## src/phx_pkg.sv

```systemverilog
// package of constants and types for the prefetch hint execution unit
package phx_pkg;

  // ==========================================================================
  // widths
  localparam int ADDR_W = 32;
  localparam int HINT_W = 5;
  localparam int CCA_W  = 3;
  localparam int SEG_W  = 2;

  // ==========================================================================
  // hint ranges and reset values
  localparam logic [4:0]        HINT_LAST_LEGAL = 5'h17;   // 23
  localparam logic [ADDR_W-1:0] ADDR_RST        = 32'h0000_0000;
  localparam logic [CCA_W-1:0]  CCA_RST         = 3'h0;
  localparam logic [HINT_W-1:0] HINT_RST        = 5'h00;

  // ==========================================================================
  // user-accessible kernel segment modes
  localparam logic [SEG_W-1:0] SEG_MODE_A = 2'h1;  // user_mapped_seg_mode_a
  localparam logic [SEG_W-1:0] SEG_MODE_B = 2'h2;  // user_mapped_seg_mode_b
  localparam logic [SEG_W-1:0] SEG_MODE_C = 2'h3;  // user_mapped_seg_mode_c

  // ==========================================================================
  // instruction forms
  typedef enum logic [1:0] {
    PHX_FORM_BASE_OFFSET = 2'b00,  // prefetch_base_offset_form
    PHX_FORM_USER_SEG    = 2'b01,  // prefetch_user_segment_kernel
    PHX_FORM_INDEXED     = 2'b10   // prefetch_indexed_form
  } phx_form_type;

  // ==========================================================================
  // translate-and-issue state machine
  typedef enum logic [1:0] {
    PHX_IDLE  = 2'b00,
    PHX_XLATE = 2'b01,
    PHX_ISSUE = 2'b10
  } phx_state_type;

endpackage : phx_pkg

```

## src/phx_addr_gen.sv

```systemverilog
// effective address generator for both prefetch addressing modes
`timescale 1ns/10ps
module phx_addr_gen
  import phx_pkg::*;
(
  input  wire logic [1:0]        form_in,
  input  wire logic [ADDR_W-1:0] base_in,
  input  wire logic [ADDR_W-1:0] index_in,
  input  wire logic [15:0]       offset_in,
  output logic      [ADDR_W-1:0] vaddr_out
);

  // base plus index, or base plus sign-extended offset
  always_comb begin
    if (form_in == PHX_FORM_INDEXED) begin
      vaddr_out = base_in + index_in;
    end else begin
      vaddr_out = base_in + {{(ADDR_W-16){offset_in[15]}}, offset_in};
    end
  end

endmodule : phx_addr_gen

```

## src/phx_hint_dec.sv

```systemverilog
// hint field decoder shared by all prefetch forms
`timescale 1ns/10ps
module phx_hint_dec
  import phx_pkg::*;
(
  input  wire logic [HINT_W-1:0] hint_in,
  input  wire logic              rel6_in,
  output logic                   reserved_out,
  output logic                   nop_out
);

  // in the newest release 0..23 are legal no-ops and 24..31 reserved
  always_comb begin
    reserved_out = rel6_in && (hint_in > HINT_LAST_LEGAL);
    nop_out      = rel6_in && (hint_in <= HINT_LAST_LEGAL);
  end

endmodule : phx_hint_dec

```

## src/phx_prefetch_unit.sv

```systemverilog
// prefetch instruction execution: decode, fault check, translate, issue
`timescale 1ns/10ps

// Overview of operation
// - Newest release: base-offset form hints 0 to 23 complete as no-ops, never a fault.
// - Newest release: hints 24 to 31 always raise the reserved fault.
// - No TLB or address exception is ever raised by a prefetch.
// - A mapped address without a held TLB translation moves no data.
// - Bus or cache errors on an unlocked line are reported or dropped as a strap selects; on a locked line they are dropped.
// - A prefetch to a locked line leaves that line untouched.
// - Streamed and retained hints are passed on only as advice.
// - The indexed form address is base register plus index register.
// - The indexed form decodes the hint exactly as the offset form.
// - The address is translated as a data load and issued with hint.
// - Indexed form needs an FPU and is reserved in the newest release.
// - Indexed form faults only as unusable, reserved, bus or cache.
// - A misaligned prefetch address never raises an alignment fault.
// - The user-segment form needs cop0 access and a user segment.
module phx_prefetch_unit
  import phx_pkg::*;
(
  input  wire logic              clk_in,
  input  wire logic              resetn_in,
  // instruction side
  input  wire logic              issue_valid_in,
  input  wire logic [1:0]        form_in,
  input  wire logic [HINT_W-1:0] hint_in,
  input  wire logic [ADDR_W-1:0] base_in,
  input  wire logic [ADDR_W-1:0] index_in,
  input  wire logic [15:0]       offset_in,
  input  wire logic              rel6_in,
  input  wire logic              fpu_present_in,
  input  wire logic              cop1_usable_in,
  input  wire logic              cop0_access_in,
  input  wire logic [SEG_W-1:0]  seg_mode_in,
  input  wire logic              report_mem_err_in,
  // translation
  output logic                   xlate_req_out,
  output logic      [ADDR_W-1:0] xlate_vaddr_out,
  input  wire logic              xlate_done_in,
  input  wire logic              xlate_mapped_in,
  input  wire logic              xlate_tlb_hit_in,
  input  wire logic [ADDR_W-1:0] xlate_paddr_in,
  input  wire logic [CCA_W-1:0]  xlate_cca_in,
  input  wire logic              xlate_addr_err_in,
  // cache side
  output logic                   pf_valid_out,
  output logic      [ADDR_W-1:0] pf_paddr_out,
  output logic      [CCA_W-1:0]  pf_cca_out,
  output logic      [HINT_W-1:0] pf_hint_out,
  input  wire logic              pf_line_locked_in,
  input  wire logic              pf_bus_err_in,
  input  wire logic              pf_cache_err_in,
  // completion
  output logic                   retire_out,
  output logic                   gpr_we_out,
  output logic                   reserved_opcode_fault_out,
  output logic                   cop_unusable_fault_out,
  output logic                   bus_err_fault_out,
  output logic                   cache_err_fault_out,
  output logic                   addr_err_fault_out,
  output logic                   tlb_fault_out,
  output logic                   align_fault_out
);

  // ==========================================================================
  // decode
  logic [ADDR_W-1:0] vaddr;
  logic              hint_reserved;
  logic              hint_nop;
  logic              fault_ri;
  logic              fault_cpu;
  logic              start_ok;

  phx_addr_gen u_addr (
    .form_in   (form_in),
    .base_in   (base_in),
    .index_in  (index_in),
    .offset_in (offset_in),
    .vaddr_out (vaddr)
  );

  // one decoder serves all forms
  phx_hint_dec u_hint (
    .hint_in      (hint_in),
    .rel6_in      (rel6_in),
    .reserved_out (hint_reserved),
    .nop_out      (hint_nop)
  );

  // user-segment form permission check
  function automatic logic seg_user_ok(input logic [SEG_W-1:0] m);
    seg_user_ok = (m == SEG_MODE_A) || (m == SEG_MODE_B) || (m == SEG_MODE_C);
  endfunction : seg_user_ok

  // instruction-level faults, found at issue time
  always_comb begin
    fault_ri  = hint_reserved;
    fault_cpu = 1'b0;
    if (form_in == PHX_FORM_INDEXED) begin
      fault_ri = fault_ri || rel6_in || !fpu_present_in;
      fault_cpu = !fault_ri && !cop1_usable_in;
    end else if (form_in == PHX_FORM_USER_SEG) begin
      fault_cpu = !cop0_access_in;
      fault_ri  = fault_ri || (cop0_access_in && !seg_user_ok(seg_mode_in));
    end else if (form_in != PHX_FORM_BASE_OFFSET) begin
      fault_ri = 1'b1;
    end
    // hints 0..23 in the newest release finish without further action
    start_ok = issue_valid_in && !fault_ri && !fault_cpu &&
               !hint_nop;
  end

  // ==========================================================================
  // state machine
  phx_state_type state_r;
  phx_state_type state_nxt;
  logic [ADDR_W-1:0] vaddr_r;
  logic [HINT_W-1:0] hint_r;
  logic [ADDR_W-1:0] paddr_r;
  logic [CCA_W-1:0]  cca_r;
  logic              issue_ok;

  // a translation is usable only when unmapped or held in the TLB
  assign issue_ok = !xlate_addr_err_in &&
                    (!xlate_mapped_in || xlate_tlb_hit_in);

  always_comb begin
    state_nxt = state_r;
    unique case (state_r)
      PHX_IDLE: begin
        if (start_ok) begin
          state_nxt = PHX_XLATE;
        end
      end
      PHX_XLATE: begin
        if (xlate_done_in) begin
          state_nxt = issue_ok ? PHX_ISSUE : PHX_IDLE;
        end
      end
      PHX_ISSUE: begin
        state_nxt = PHX_IDLE;
      end
      default: begin
        state_nxt = PHX_IDLE;
      end
    endcase
  end

  // state register
  always_ff @(posedge clk_in or negedge resetn_in) begin
    if (!resetn_in) begin
      state_r <= PHX_IDLE;
    end else begin
      state_r <= state_nxt;
    end
  end

  // captured request fields
  always_ff @(posedge clk_in or negedge resetn_in) begin
    if (!resetn_in) begin
      vaddr_r <= ADDR_RST;
      hint_r  <= HINT_RST;
    end else if (state_r == PHX_IDLE && start_ok) begin
      vaddr_r <= vaddr;
      hint_r  <= hint_in;
    end
  end

  // captured translation result
  always_ff @(posedge clk_in or negedge resetn_in) begin
    if (!resetn_in) begin
      paddr_r <= ADDR_RST;
      cca_r   <= CCA_RST;
    end else if (state_r == PHX_XLATE && xlate_done_in) begin
      paddr_r <= xlate_paddr_in;
      cca_r   <= xlate_cca_in;
    end
  end

  // ==========================================================================
  // outputs
  // translated as a data load, issued with pa, attribute and hint
  assign xlate_req_out   = (state_r == PHX_XLATE);
  assign xlate_vaddr_out = vaddr_r;
  assign pf_valid_out    = (state_r == PHX_ISSUE);
  assign pf_paddr_out    = paddr_r;
  assign pf_cca_out      = cca_r;
  assign pf_hint_out     = hint_r;

  // retire pulse and fault flags, registered
  logic retire_r;
  logic ri_r;
  logic cpu_r;
  logic bus_r;
  logic cerr_r;

  always_ff @(posedge clk_in or negedge resetn_in) begin
    if (!resetn_in) begin
      retire_r <= 1'b0;
      ri_r     <= 1'b0;
      cpu_r    <= 1'b0;
      bus_r    <= 1'b0;
      cerr_r   <= 1'b0;
    end else begin
      retire_r <= (state_r == PHX_IDLE && issue_valid_in && !start_ok) ||
                  (state_r == PHX_XLATE && xlate_done_in && !issue_ok) ||
                  (state_r == PHX_ISSUE);
      ri_r     <= (state_r == PHX_IDLE) && issue_valid_in && fault_ri;
      cpu_r    <= (state_r == PHX_IDLE) && issue_valid_in && fault_cpu;
      // memory-side errors during issue, reported only if strapped on
      bus_r    <= (state_r == PHX_ISSUE) && report_mem_err_in &&
                  pf_bus_err_in && !pf_line_locked_in;
      cerr_r   <= (state_r == PHX_ISSUE) && report_mem_err_in &&
                  pf_cache_err_in && !pf_line_locked_in;
    end
  end

  assign retire_out                = retire_r;
  assign reserved_opcode_fault_out = ri_r;
  assign cop_unusable_fault_out    = cpu_r;
  assign bus_err_fault_out         = bus_r;
  assign cache_err_fault_out       = cerr_r;
  // prefetch never writes a general register and never takes these faults
  assign gpr_we_out      = 1'b0;
  assign addr_err_fault_out = 1'b0;
  assign tlb_fault_out   = 1'b0;
  assign align_fault_out = 1'b0;
endmodule : phx_prefetch_unit

```

## config.mk

```make
export PLATFORM = sky130hd
export DESIGN_NAME = phx_prefetch_unit
export DESIGN_NICKNAME = d
export VERILOG_FILES = /design/src/phx_pkg.sv /design/src/phx_addr_gen.sv /design/src/phx_hint_dec.sv /design/src/phx_prefetch_unit.sv
export SDC_FILE = /design/constraint.sdc
export NUM_CORES = 1
export LEC_CHECK = 0
export BUFFER_PORTS_ARGS = -buffer_cell sky130_fd_sc_hd__buf_2
export CORE_MARGIN = 2
export CORE_UTILIZATION = 35
export DETAILED_ROUTE_END_ITERATION = 12
export PLACE_DENSITY = 0.59
export RECOVER_POWER = 50
export SLEW_MARGIN = 20
export SYNTH_ARGS = -nofsm -noshare
export SYNTH_HDL_FRONTEND = slang
export SYNTH_SLANG_ARGS = --single-unit
```

## constraint.sdc

```tcl
create_clock -name clk_in -period 1.9 [get_ports clk_in]
set_input_delay 0 -clock clk_in [delete_from_list [all_inputs] [get_ports clk_in]]
set_output_delay 0 -clock clk_in [all_outputs]
set_load 0.01 [all_outputs]
```

==> results.yml, run 1 <==
place:
  portBuffers: 217
  routabilityCongestion: 0.925
  dp_hpwl_um: 13900
  dp.cells: 1034
critical_path:
  worstPathCellList: "buf_6 -> nor2b_4 -> buf_12 -> buf_12 -> buf_6 -> mux2_4 -> ha_4 -> o211ai_1 -> a21oi_2 -> o21a_1 -> o32a_1 -> buf_6 -> o22ai_4 -> xor2_1 -> o21ai_1"
  cp_max_fo: 5
  critPathArrivalTime_ps: 2500
  end_kind: "register"
  slowest_stage: "o32a_1"
  crit_type: "in2reg"
  max_stage_delay_ps: 360
  cp.depth: 15
  crit_path_frequent_cell: "buf_6"
  start_kind: "input port"
  worstPathRequired_ps: 2120
  path_buf_inv: 5
  crit_family: "compound AO/OA/AOI/OAI gates"
  r2r_cells: 6
hold_path:
  hold_class: "in2reg"
  hold_depth: 4
cells_and_area:
  layout.nets: 1099
  stdcell_count: 1114
  diodes: 0
  final.fill_count: 1246
  drive_gt1_frac: 0.471
  syn_to_final_growth_pct: 72.6
power:
  p_int_mw: 5.22
  switching_share: 0.345
  peakVddDrop_uv: 474
  power.leakage_nw: 4.19
  p_per_area_mw_per_mm2: 894
  p_sw_mw: 2.75
  p_seq_frac: 0.323
  p_clk_frac: 0.247
  power.total_mw: 7.97
  combinationalPowerShare: 0.430
run_status:
  failed_checks: "setup timing"
  status: "complete, but fails checks"
synthesis:
  ys_types: 58
  yosys.area.top_type: "dfrtp_1"
  synth_cells: 550
  synth_area_leaders: "dfrtp_1 (38%), mux2_2 (11%), ha_1 (8.2%)"
  synth_seq_cells: 79
  synth_ff_type: "dfrtp_1"
  synth_top_area_frac: 0.382
  postSynthAreaPerCell_um2: 9.40
  ys_seq_area_frac: 0.382
  synth_area_mm2: 0.00517
  async_flop_share: 1.00
  ys_warn_count: 0
  synth_edf_count: 0
sta:
  worst_pin_slew_ps: 920
  fin_worst_skew_ps: 11.5
  fmax_mhz: 438
  finalCritPeriodShare: 1.20
  drv_slew: 0
  hold_violations: 0
  max-slew-margin-rel: 0.387
  period_needed_ps: 2280
  setup_viol: 21
  finalSetupTns_ps: -6260
  rsz0062_at_grt: "true"
  timing.final.ws_setup_ps: -385
clocking:
  clock_latency_ps: 340
  numCtsBuffers: 9
  ctsLongestPathBuffers: 2
  clk_pin_slew_ps: 60
  cts-root-buf: "clkbuf_16"
  cts_tree: "done"
  htree_num_levels: 3
  cts.sinks: 79
global_route:
  track_usage: 0.234
  use_met3: 0.0381
  grt-busiest-layer: "met2"
  grt_pass1_wl_um: 29900
  antenna_found_initial: 1
  grt_overflow: 0
  first_global_vias: 5898
  globalRouteMet2Util: 0.436
  grt_max_degree: 46
  gr-usage-met1: 0.279
run:
  drv_cap: 0
detailed_routing:
  drt_iter0_drc: 222
  detail_route.wl_per_cell_um: 16.6
  drc_errors: 0
  dr_total_vias: 5614
  wl_um: 18500
  vias_per_cell: 5.04
  first_pass_iters: 4
  antenna_left: 0
die:
  ios: 222
  std_cell_rows: 44
  die_height_um: 126
  initial_utilization: 0.357
  fp.dieArea_mm2: 0.0158
  chipWidth_um: 126
  coreArea_mm2: 0.0145
worst reg2reg max path, cell delays in order, from the launching register on:
cell and delay (ps):
dfrtp_1 420, nor2_1 140, nand4_1 150, buf_4 210
buf_4 220, a21oi_1 210, o311ai_2 120
power groups by stage:
stage                     registers, mW  clock network [mW]  logic (mW)
after global placement             2.55                   0        2.99
final                              2.58                1.97        3.43
after floorplan                    2.81                   0        1.30
after detailed placement           2.58                   0        3.03
after global routing               2.64                2.10        3.72
after CTS                          2.56                2.02        3.40
cell type report:
cell class,instances,area [um^2],share of cell area
inverters,13,48.8,0.00547
clock inverters,7,120,0.0135
flip-flops and latches,79,1980,0.222
multi-input cells,435,3760,0.421
clock buffers,9,225,0.0252
well taps,184,230,0.0258
repair buffers,387,2560,0.287
what timing repair did:
action | CTS | global route
hold buffers | 47 | 0
resized for setup | 100 | 44
cloned | 3 | 0
endpoints found under the setup margin | 27 | 30
hold endpoints to repair | 81 | 0
buffers inserted | 14 | 1
pin swaps | 39 | 30
cell families after synthesis:
group / synth area share
AND/OR/NAND/NOR: 0.149
AO/OA/AOI/OAI: 0.192
flip-flops: 0.382
multiplexers: 0.109
buffers and inverters: 0.0361
adder cells (fa/ha/maj): 0.0862
XOR/XNOR: 0.0441
other: 0.000726
final timing paths:
check                                       to                from  slack [ps]
max                        xlate_vaddr_out[26]          form_in[0]        -380
min                         xlate_vaddr_out[0]          base_in[0]          30
max reg2reg                xlate_vaddr_out[29]          state_r[0]         320
min reg2reg                 xlate_vaddr_out[0]  xlate_vaddr_out[0]         480
max in group asynchronous     pf_paddr_out[14]           resetn_in         340
min in group asynchronous       pf_hint_out[0]           resetn_in         350
sequential cells by signal, indices dropped and copies added (netlist names):
name	count
cop_unusable_fault_out	1
xlate_vaddr_out	32
pf_paddr_out	32
pf_cca_out	3
reserved_opcode_fault_out	1
pf_hint_out	5
retire_out	1
state_r	2
cache_err_fault_out	1
bus_err_fault_out	1
routing by layer:
metal | part of all wire | vias to the layer above
met2 | 0.51 | 197
met4 | 0.020 | 2
li1 | - | 2733
met1 | 0.41 | 2658
met3 | 0.053 | 24
met5 | 0.00070 | -
metrics by stage:
| stage | cell area, um^2 | setup slack, ps | utilization | hold WS (ps) |
|---|---|---|---|---|
| finish | 8920 | -385 | 0.616 | 27.5 |
| global route | 8920 | -481 | 0.616 | 44.9 |
| CTS | 8790 | -337 | 0.607 | 24.0 |
| detailed placement | 7280 | -920 | 0.503 | 2.60 |
| global placement | 7280 | -867 | 0.503 | -10.7 |
| floorplan | 5290 | -697 | - | -296 |
cells in the mapped netlist (9+ instances only):
library cell,count
inv_1,13
nor3_1,9
xor2_1,14
a21oi_1,39
mux2_2,50
nand2_1,76
o21ai_0,30
a21o_1,20
dfrtp_1,79
nand4_1,11
xnor2_1,12
clkbuf_1,15
o21ai_1,14
nor2_1,26
ha_1,34
cell usage in the layout, fill, tap and decap left out, types with 8 or more instances in the layout:
| master | instances |
|---|---|
| buf_2 | 151 |
| nor2_1 | 21 |
| a21o_1 | 20 |
| nand2_1 | 72 |
| clkbuf_1 | 63 |
| buf_4 | 102 |
| o21ai_1 | 22 |
| xor2_1 | 13 |
| ha_1 | 13 |
| o21ai_0 | 16 |
| clkbuf_16 | 9 |
| mux2_4 | 8 |
| nor3_1 | 9 |
| ha_4 | 20 |
| inv_1 | 12 |
| nand4_1 | 11 |
| buf_6 | 16 |
| a21oi_1 | 23 |
| o21a_1 | 8 |
| dlygate4sd3_1 | 47 |
| a21oi_2 | 13 |
| dfrtp_1 | 79 |
| mux2_2 | 42 |
(Power assumes the default switching activity.)
==> inputs of run 2 (changes only) <==
--- a/config.mk
+++ b/config.mk
@@ -6,6 +6,7 @@
 export NUM_CORES = 1
 export LEC_CHECK = 0
 export BUFFER_PORTS_ARGS = -buffer_cell sky130_fd_sc_hd__buf_2
+export CORE_ASPECT_RATIO = 1.75
 export CORE_MARGIN = 2
 export CORE_UTILIZATION = 35
 export DETAILED_ROUTE_END_ITERATION = 12
==> run 2 against run 1 <==
The run still ends with setup timing left. Maximum frequency grew 2.9%. Sequential power is essentially flat. Routed wire length grew 6.1%. Combinational power grew 2%. Sequential cell count is the same. Clock power is essentially flat. Sequential share of layout area shrank 0.084 points. Critical endpoint is now xlate_vaddr_out[23]. Largest cell class unchanged.
==> results.yml, run 2 (synthesis results as in run 1) <==
critical_path:
  crit_type: "in2reg"
  crit-reg2reg-launch: "state_r[0]"
  critPathArrivalTime_ps: 2460
  start_kind: "input port"
  cp_max_fo: 7
  path_buf_inv: 5
  crit_family: "simple AND/OR/NAND/NOR gates"
  critPathLaunch: "form_in[1]"
  worstPathCellList: "buf_6 -> nor2b_4 -> buf_12 -> buf_12 -> buf_6 -> mux2_4 -> ha_4 -> nand4_1 -> nor2_1 -> o21ai_2 -> a21oi_2 -> buf_4 -> o211ai_1 -> and3_1 -> o31ai_1"
  worstPathRequired_ps: 2140
  slowest_stage: "mux2_4"
  max_stage_delay_ps: 300
  end_kind: "register"
detailed_routing:
  drc_errors: 0
  vias_per_cell: 5.14
  antenna_left: 0
  dr_total_vias: 5726
  wl_um: 19700
  first_pass_iters: 4
  detail_route.wl_per_cell_um: 17.7
  drt_iter0_drc: 202
power:
  combinationalPowerShare: 0.436
  switching_share: 0.361
  power.leakage_nw: 4.19
  p_sw_mw: 2.90
  peakVddDrop_uv: 479
  p_clk_frac: 0.246
  power.total_mw: 8.03
  p_seq_frac: 0.318
  p_per_area_mw_per_mm2: 896
  p_int_mw: 5.13
clocking:
  cts_tree: "done"
  clk_pin_slew_ps: 70
  numCtsBuffers: 9
  htree_num_levels: 3
  clock_latency_ps: 340
  ctsLongestPathBuffers: 2
  cts.sinks: 79
  cts-root-buf: "clkbuf_16"
cells_and_area:
  diodes: 0
  final_common_cell: "buf_2"
  syn_to_final_growth_pct: 73.3
  layout_common_cells: "buf_2 (151), buf_4 (108), dfrtp_1 (79)"
  layout.nets: 1102
  stdcell_count: 1113
  drive_gt1_frac: 0.482
  postLayoutCoreUtil: 0.620
die:
  die_height_um: 165
  coreArea_mm2: 0.0144
  chipWidth_um: 95.9
  initial_utilization: 0.358
  fp.dieArea_mm2: 0.0158
  ios: 222
  std_cell_rows: 58
place:
  portBuffers: 217
  routabilityCongestion: 0.878
  dp_hpwl_um: 14800
  dp.cells: 1030
sta:
  fmax_mhz: 450
  max-slew-margin-rel: 0.177
  hold_violations: 0
  drv_slew: 0
  setup_viol: 20
  rsz0062_at_grt: "true"
  fin_worst_skew_ps: 8.90
  timing.final.ws_setup_ps: -321
  worst_pin_slew_ps: 1230
  finalCritPeriodShare: 1.17
  period_needed_ps: 2220
global_route:
  grt_pass1_wl_um: 28700
  track_usage: 0.237
  grt_overflow: 0
  use_met3: 0.0360
  first_global_vias: 6008
  grt-busiest-layer: "met2"
  grt_max_degree: 46
  globalRouteMet2Util: 0.494
  gr-usage-met1: 0.220
  antenna_found_initial: 0
run_status:
  failed_checks: "setup timing"
  status: "complete, but fails checks"
hold_path:
  hold_class: "in2reg"
  min_from: "base_in[0]"
run:
  drv_cap: 0
## run 2: cell count changes in the layout (fill, tap and decap cells not counted), moves of 3 or more
cell     before  now
a21oi_1      23   18
a21oi_4       3    6
buf_4       102  108
buf_6        16   13
ha_1         13    9
ha_4         20   24
nor3_1        9    6
nor3_2        0    3
## run 2: final cells by class
cell class	instances	area, um^2
fillers	1233	5490
multi-input cells	434	3790
repair buffers	391	2570
flip-flops and latches	79	1980
clock buffers	9	225
well taps	180	225
clock inverters	7	113
inverters	13	48.8
## run 2: path summary, 6_finish.rpt
check                      cells after the start                  end  slack (ps)
setup reg to reg                               6  xlate_vaddr_out[27]         260
hold reg to reg                                2       pf_hint_out[0]         480
max in group asynchronous                      3     pf_paddr_out[14]         640
hold / removal                                 4   xlate_vaddr_out[0]          10
setup / recovery                              15  xlate_vaddr_out[23]        -320
min in group asynchronous                      2     pf_paddr_out[25]         450
## run 2: power by group through the flow
stage / clock (mW) / sequential [mW] / combinational, mW
after floorplan: 0 / 2.81 / 1.30
after global placement: 0 / 2.52 / 3.04
after detailed placement: 0 / 2.56 / 3.08
after CTS: 1.99 / 2.53 / 3.45
after global routing: 2.07 / 2.61 / 3.81
final: 1.97 / 2.55 / 3.50
## run 2: through the flow
stage	hold WS [ps]	TNS [ps]	setup WS (ps)	instance area, um^2
after floorplan	-296	-10180	-697	5290
after global placement	51.5	-16130	-774	7310
after detailed placement	71.2	-17750	-837	7310
after CTS	11.7	-4980	-379	8740
after global routing	37.4	-6740	-432	8960
final	13.3	-4580	-321	8960
## run 2: routing by layer
layer | routed length (um) | part of all wire
met3 | 1060 | 0.054
met4 | 564 | 0.029
met1 | 6640 | 0.34
met5 | 0 | 0
met2 | 11400 | 0.58
## run 2: worst min-delay path, stage by stage
cell and delay, ps:
buf_2 110, ha_4 120, nand2_1 40, nand2_1 50
## run 2: what timing repair did
| item | in CTS | in global routing |
|---|---|---|
| pin swaps | 47 | 41 |
| hold endpoints to repair | 90 | 0 |
| gates resized for setup | 92 | 55 |
| setup endpoints to repair | 25 | 25 |
| hold buffers | 47 | 0 |
| setup buffers | 13 | 10 |
| gates cloned | 1 | 0 |
==> inputs of run 3 (changes only) <==
--- a/config.mk
+++ b/config.mk
@@ -11,7 +11,7 @@
 export CORE_UTILIZATION = 35
 export DETAILED_ROUTE_END_ITERATION = 12
 export PLACE_DENSITY = 0.59
-export RECOVER_POWER = 50
+export RECOVER_POWER = 100
 export SLEW_MARGIN = 20
 export SYNTH_ARGS = -nofsm -noshare
 export SYNTH_HDL_FRONTEND = slang
==> run 3 against run 2 <==
Clock power hardly changed. Non-clock buffer count is the same. Combinational power shrank 1%. Sequential power barely moved. Worst hold slack gained 2.5 ps. Largest power group unchanged. Maximum frequency about the same. Register-to-register slack got worse by 190 ps. Critical path type unchanged. Cell count unchanged. Setup slack barely moved. Total power is 0.61% lower. Routed wire length about the same. The run still ends with setup timing left. Sequential cell count stayed put.
==> results.yml, run 3 (synthesis results as in run 1) <==
run_status:
  status: "complete, but fails checks"
  failed_checks: "setup timing"
place:
  dp_hpwl_um: 14800
  dp.cells: 1030
  portBuffers: 217
  dp_slack_ps: -837
  routabilityCongestion: 0.878
  placed_area_mm2: 0.00731
sta:
  fin_worst_skew_ps: 8.11
  setup_viol: 20
  worst_pin_slew_ps: 1190
  rsz0062_at_grt: "true"
  period_needed_ps: 2220
  timing.final.ws_setup_ps: -321
  finalCritPeriodShare: 1.17
  hold_violations: 0
  drv_slew: 0
  fmax_mhz: 450
  max-slew-margin-rel: 0.208
  finalSetupTns_ps: -4700
clocking:
  cts-root-buf: "clkbuf_16"
  cts_tree: "done"
  ctsLongestPathBuffers: 2
  cts.sinks: 79
  clk_pin_slew_ps: 70
  htree_num_levels: 3
  numCtsBuffers: 9
  clock_latency_ps: 340
die:
  die_height_um: 165
  ios: 222
  std_cell_rows: 58
  fp.dieArea_mm2: 0.0158
  chipWidth_um: 95.9
  initial_utilization: 0.358
  coreArea_mm2: 0.0144
detailed_routing:
  vias_per_cell: 5.14
  antenna_left: 0
  drc_errors: 0
  drt_iter0_drc: 181
  wl_um: 19700
  dr_total_vias: 5722
  detail_route.wl_per_cell_um: 17.7
  first_pass_iters: 4
critical_path:
  r2r_setup_slack_ps: 70
  start_kind: "input port"
  crit_type: "in2reg"
  worstPathRequired_ps: 2140
  cp_max_fo: 7
  end_kind: "register"
  critPathArrivalTime_ps: 2460
cells_and_area:
  final.fill_count: 1244
  postLayoutCoreUtil: 0.616
  drive_gt1_frac: 0.463
  layout_common_cells: "buf_2 (134), buf_4 (106), clkbuf_1 (80)"
  stdcell_count: 1113
  stdcell_area_mm2: 0.00889
  layout.nets: 1102
  diodes: 0
  syn_to_final_growth_pct: 72.1
  final_common_cell: "buf_2"
global_route:
  track_usage: 0.237
  grt_max_degree: 46
  first_global_vias: 6008
  grt_overflow: 0
  grt_pass1_wl_um: 28700
  antenna_found_initial: 0
hold_path:
  hold_class: "in2reg"
run:
  drv_cap: 0
power:
  peakVddDrop_uv: 471
  power.leakage_nw: 4.12
  p_per_area_mw_per_mm2: 897
-- run 3: cell count changes in the layout (fill, tap and decap cells not counted), sizes merged --
cell | before | now
buf | 280 | 258
clkbuf | 73 | 95
-- run 3: timing repair --
| item | 4_1_cts | 5_1_grt |
|---|---|---|
| cloned | 1 | 0 |
| pin swaps | 47 | 41 |
| setup buffers | 13 | 10 |
| resized for setup | 92 | 55 |
| endpoints found under the setup margin | 25 | 25 |
| hold buffers | 47 | 0 |
| endpoints found under the hold margin | 90 | 0 |
-- run 3: metrics by stage --
step | hold slack, ps | power, mW
floorplan | -296 | 4.11
global placement | 51.5 | 5.56
detailed placement | 71.2 | 5.64
CTS | 11.7 | 7.97
global route | 37.4 | 8.44
finish | 15.8 | 7.98
-- run 3: where the power goes --
part           leakage (nW)  total, mW  internal, mW  switching [mW]
clock network         0.161       1.97          1.18           0.789
logic                  2.98       3.45          1.66            1.80
registers             0.970       2.55          2.24           0.314
total                  4.12       7.98          5.08            2.90
-- run 3: critical path, cell delays in order --
cell	delay, ps
buf_6	90
nor2b_4	120
buf_12	130
buf_12	140
buf_6	110
mux2_4	300
ha_4	300
nand4_1	150
nor2_1	210
o21ai_2	100
a21oi_2	190
buf_4	150
o211ai_1	100
and3_1	160
o31ai_1	200
-- run 3: path summary, 6_finish.rpt --
check	cells after the start	startpoint	end
worst min register to register	2	xlate_vaddr_out[28]	xlate_vaddr_out[28]
worst max-delay path	15	form_in[1]	xlate_vaddr_out[23]
worst max register to register	6	state_r[0]	xlate_vaddr_out[27]
min in group asynchronous	2	resetn_in	pf_paddr_out[25]
max in group asynchronous	3	resetn_in	pf_paddr_out[14]
worst min-delay path	4	base_in[0]	xlate_vaddr_out[0]
-- run 3: metal layers --
metal  track usage  part of all wire  vias up
met5             0                 0        -
met4        0.0818             0.028        0
met3        0.0360             0.055       39
met2         0.494              0.58      213
met1         0.220              0.33     2731
li1              -                 -     2739
-- run 3: area by class of cell --
type	count	area, um^2	area share
Clock buffer	9	225	0.0253
Clock inverter	7	113	0.0127
Inverter	13	48.8	0.00549
Multi-Input combinational cell	434	3790	0.426
Sequential cell	79	1980	0.222
Tap cell	180	225	0.0253
Timing Repair Buffer	391	2510	0.283
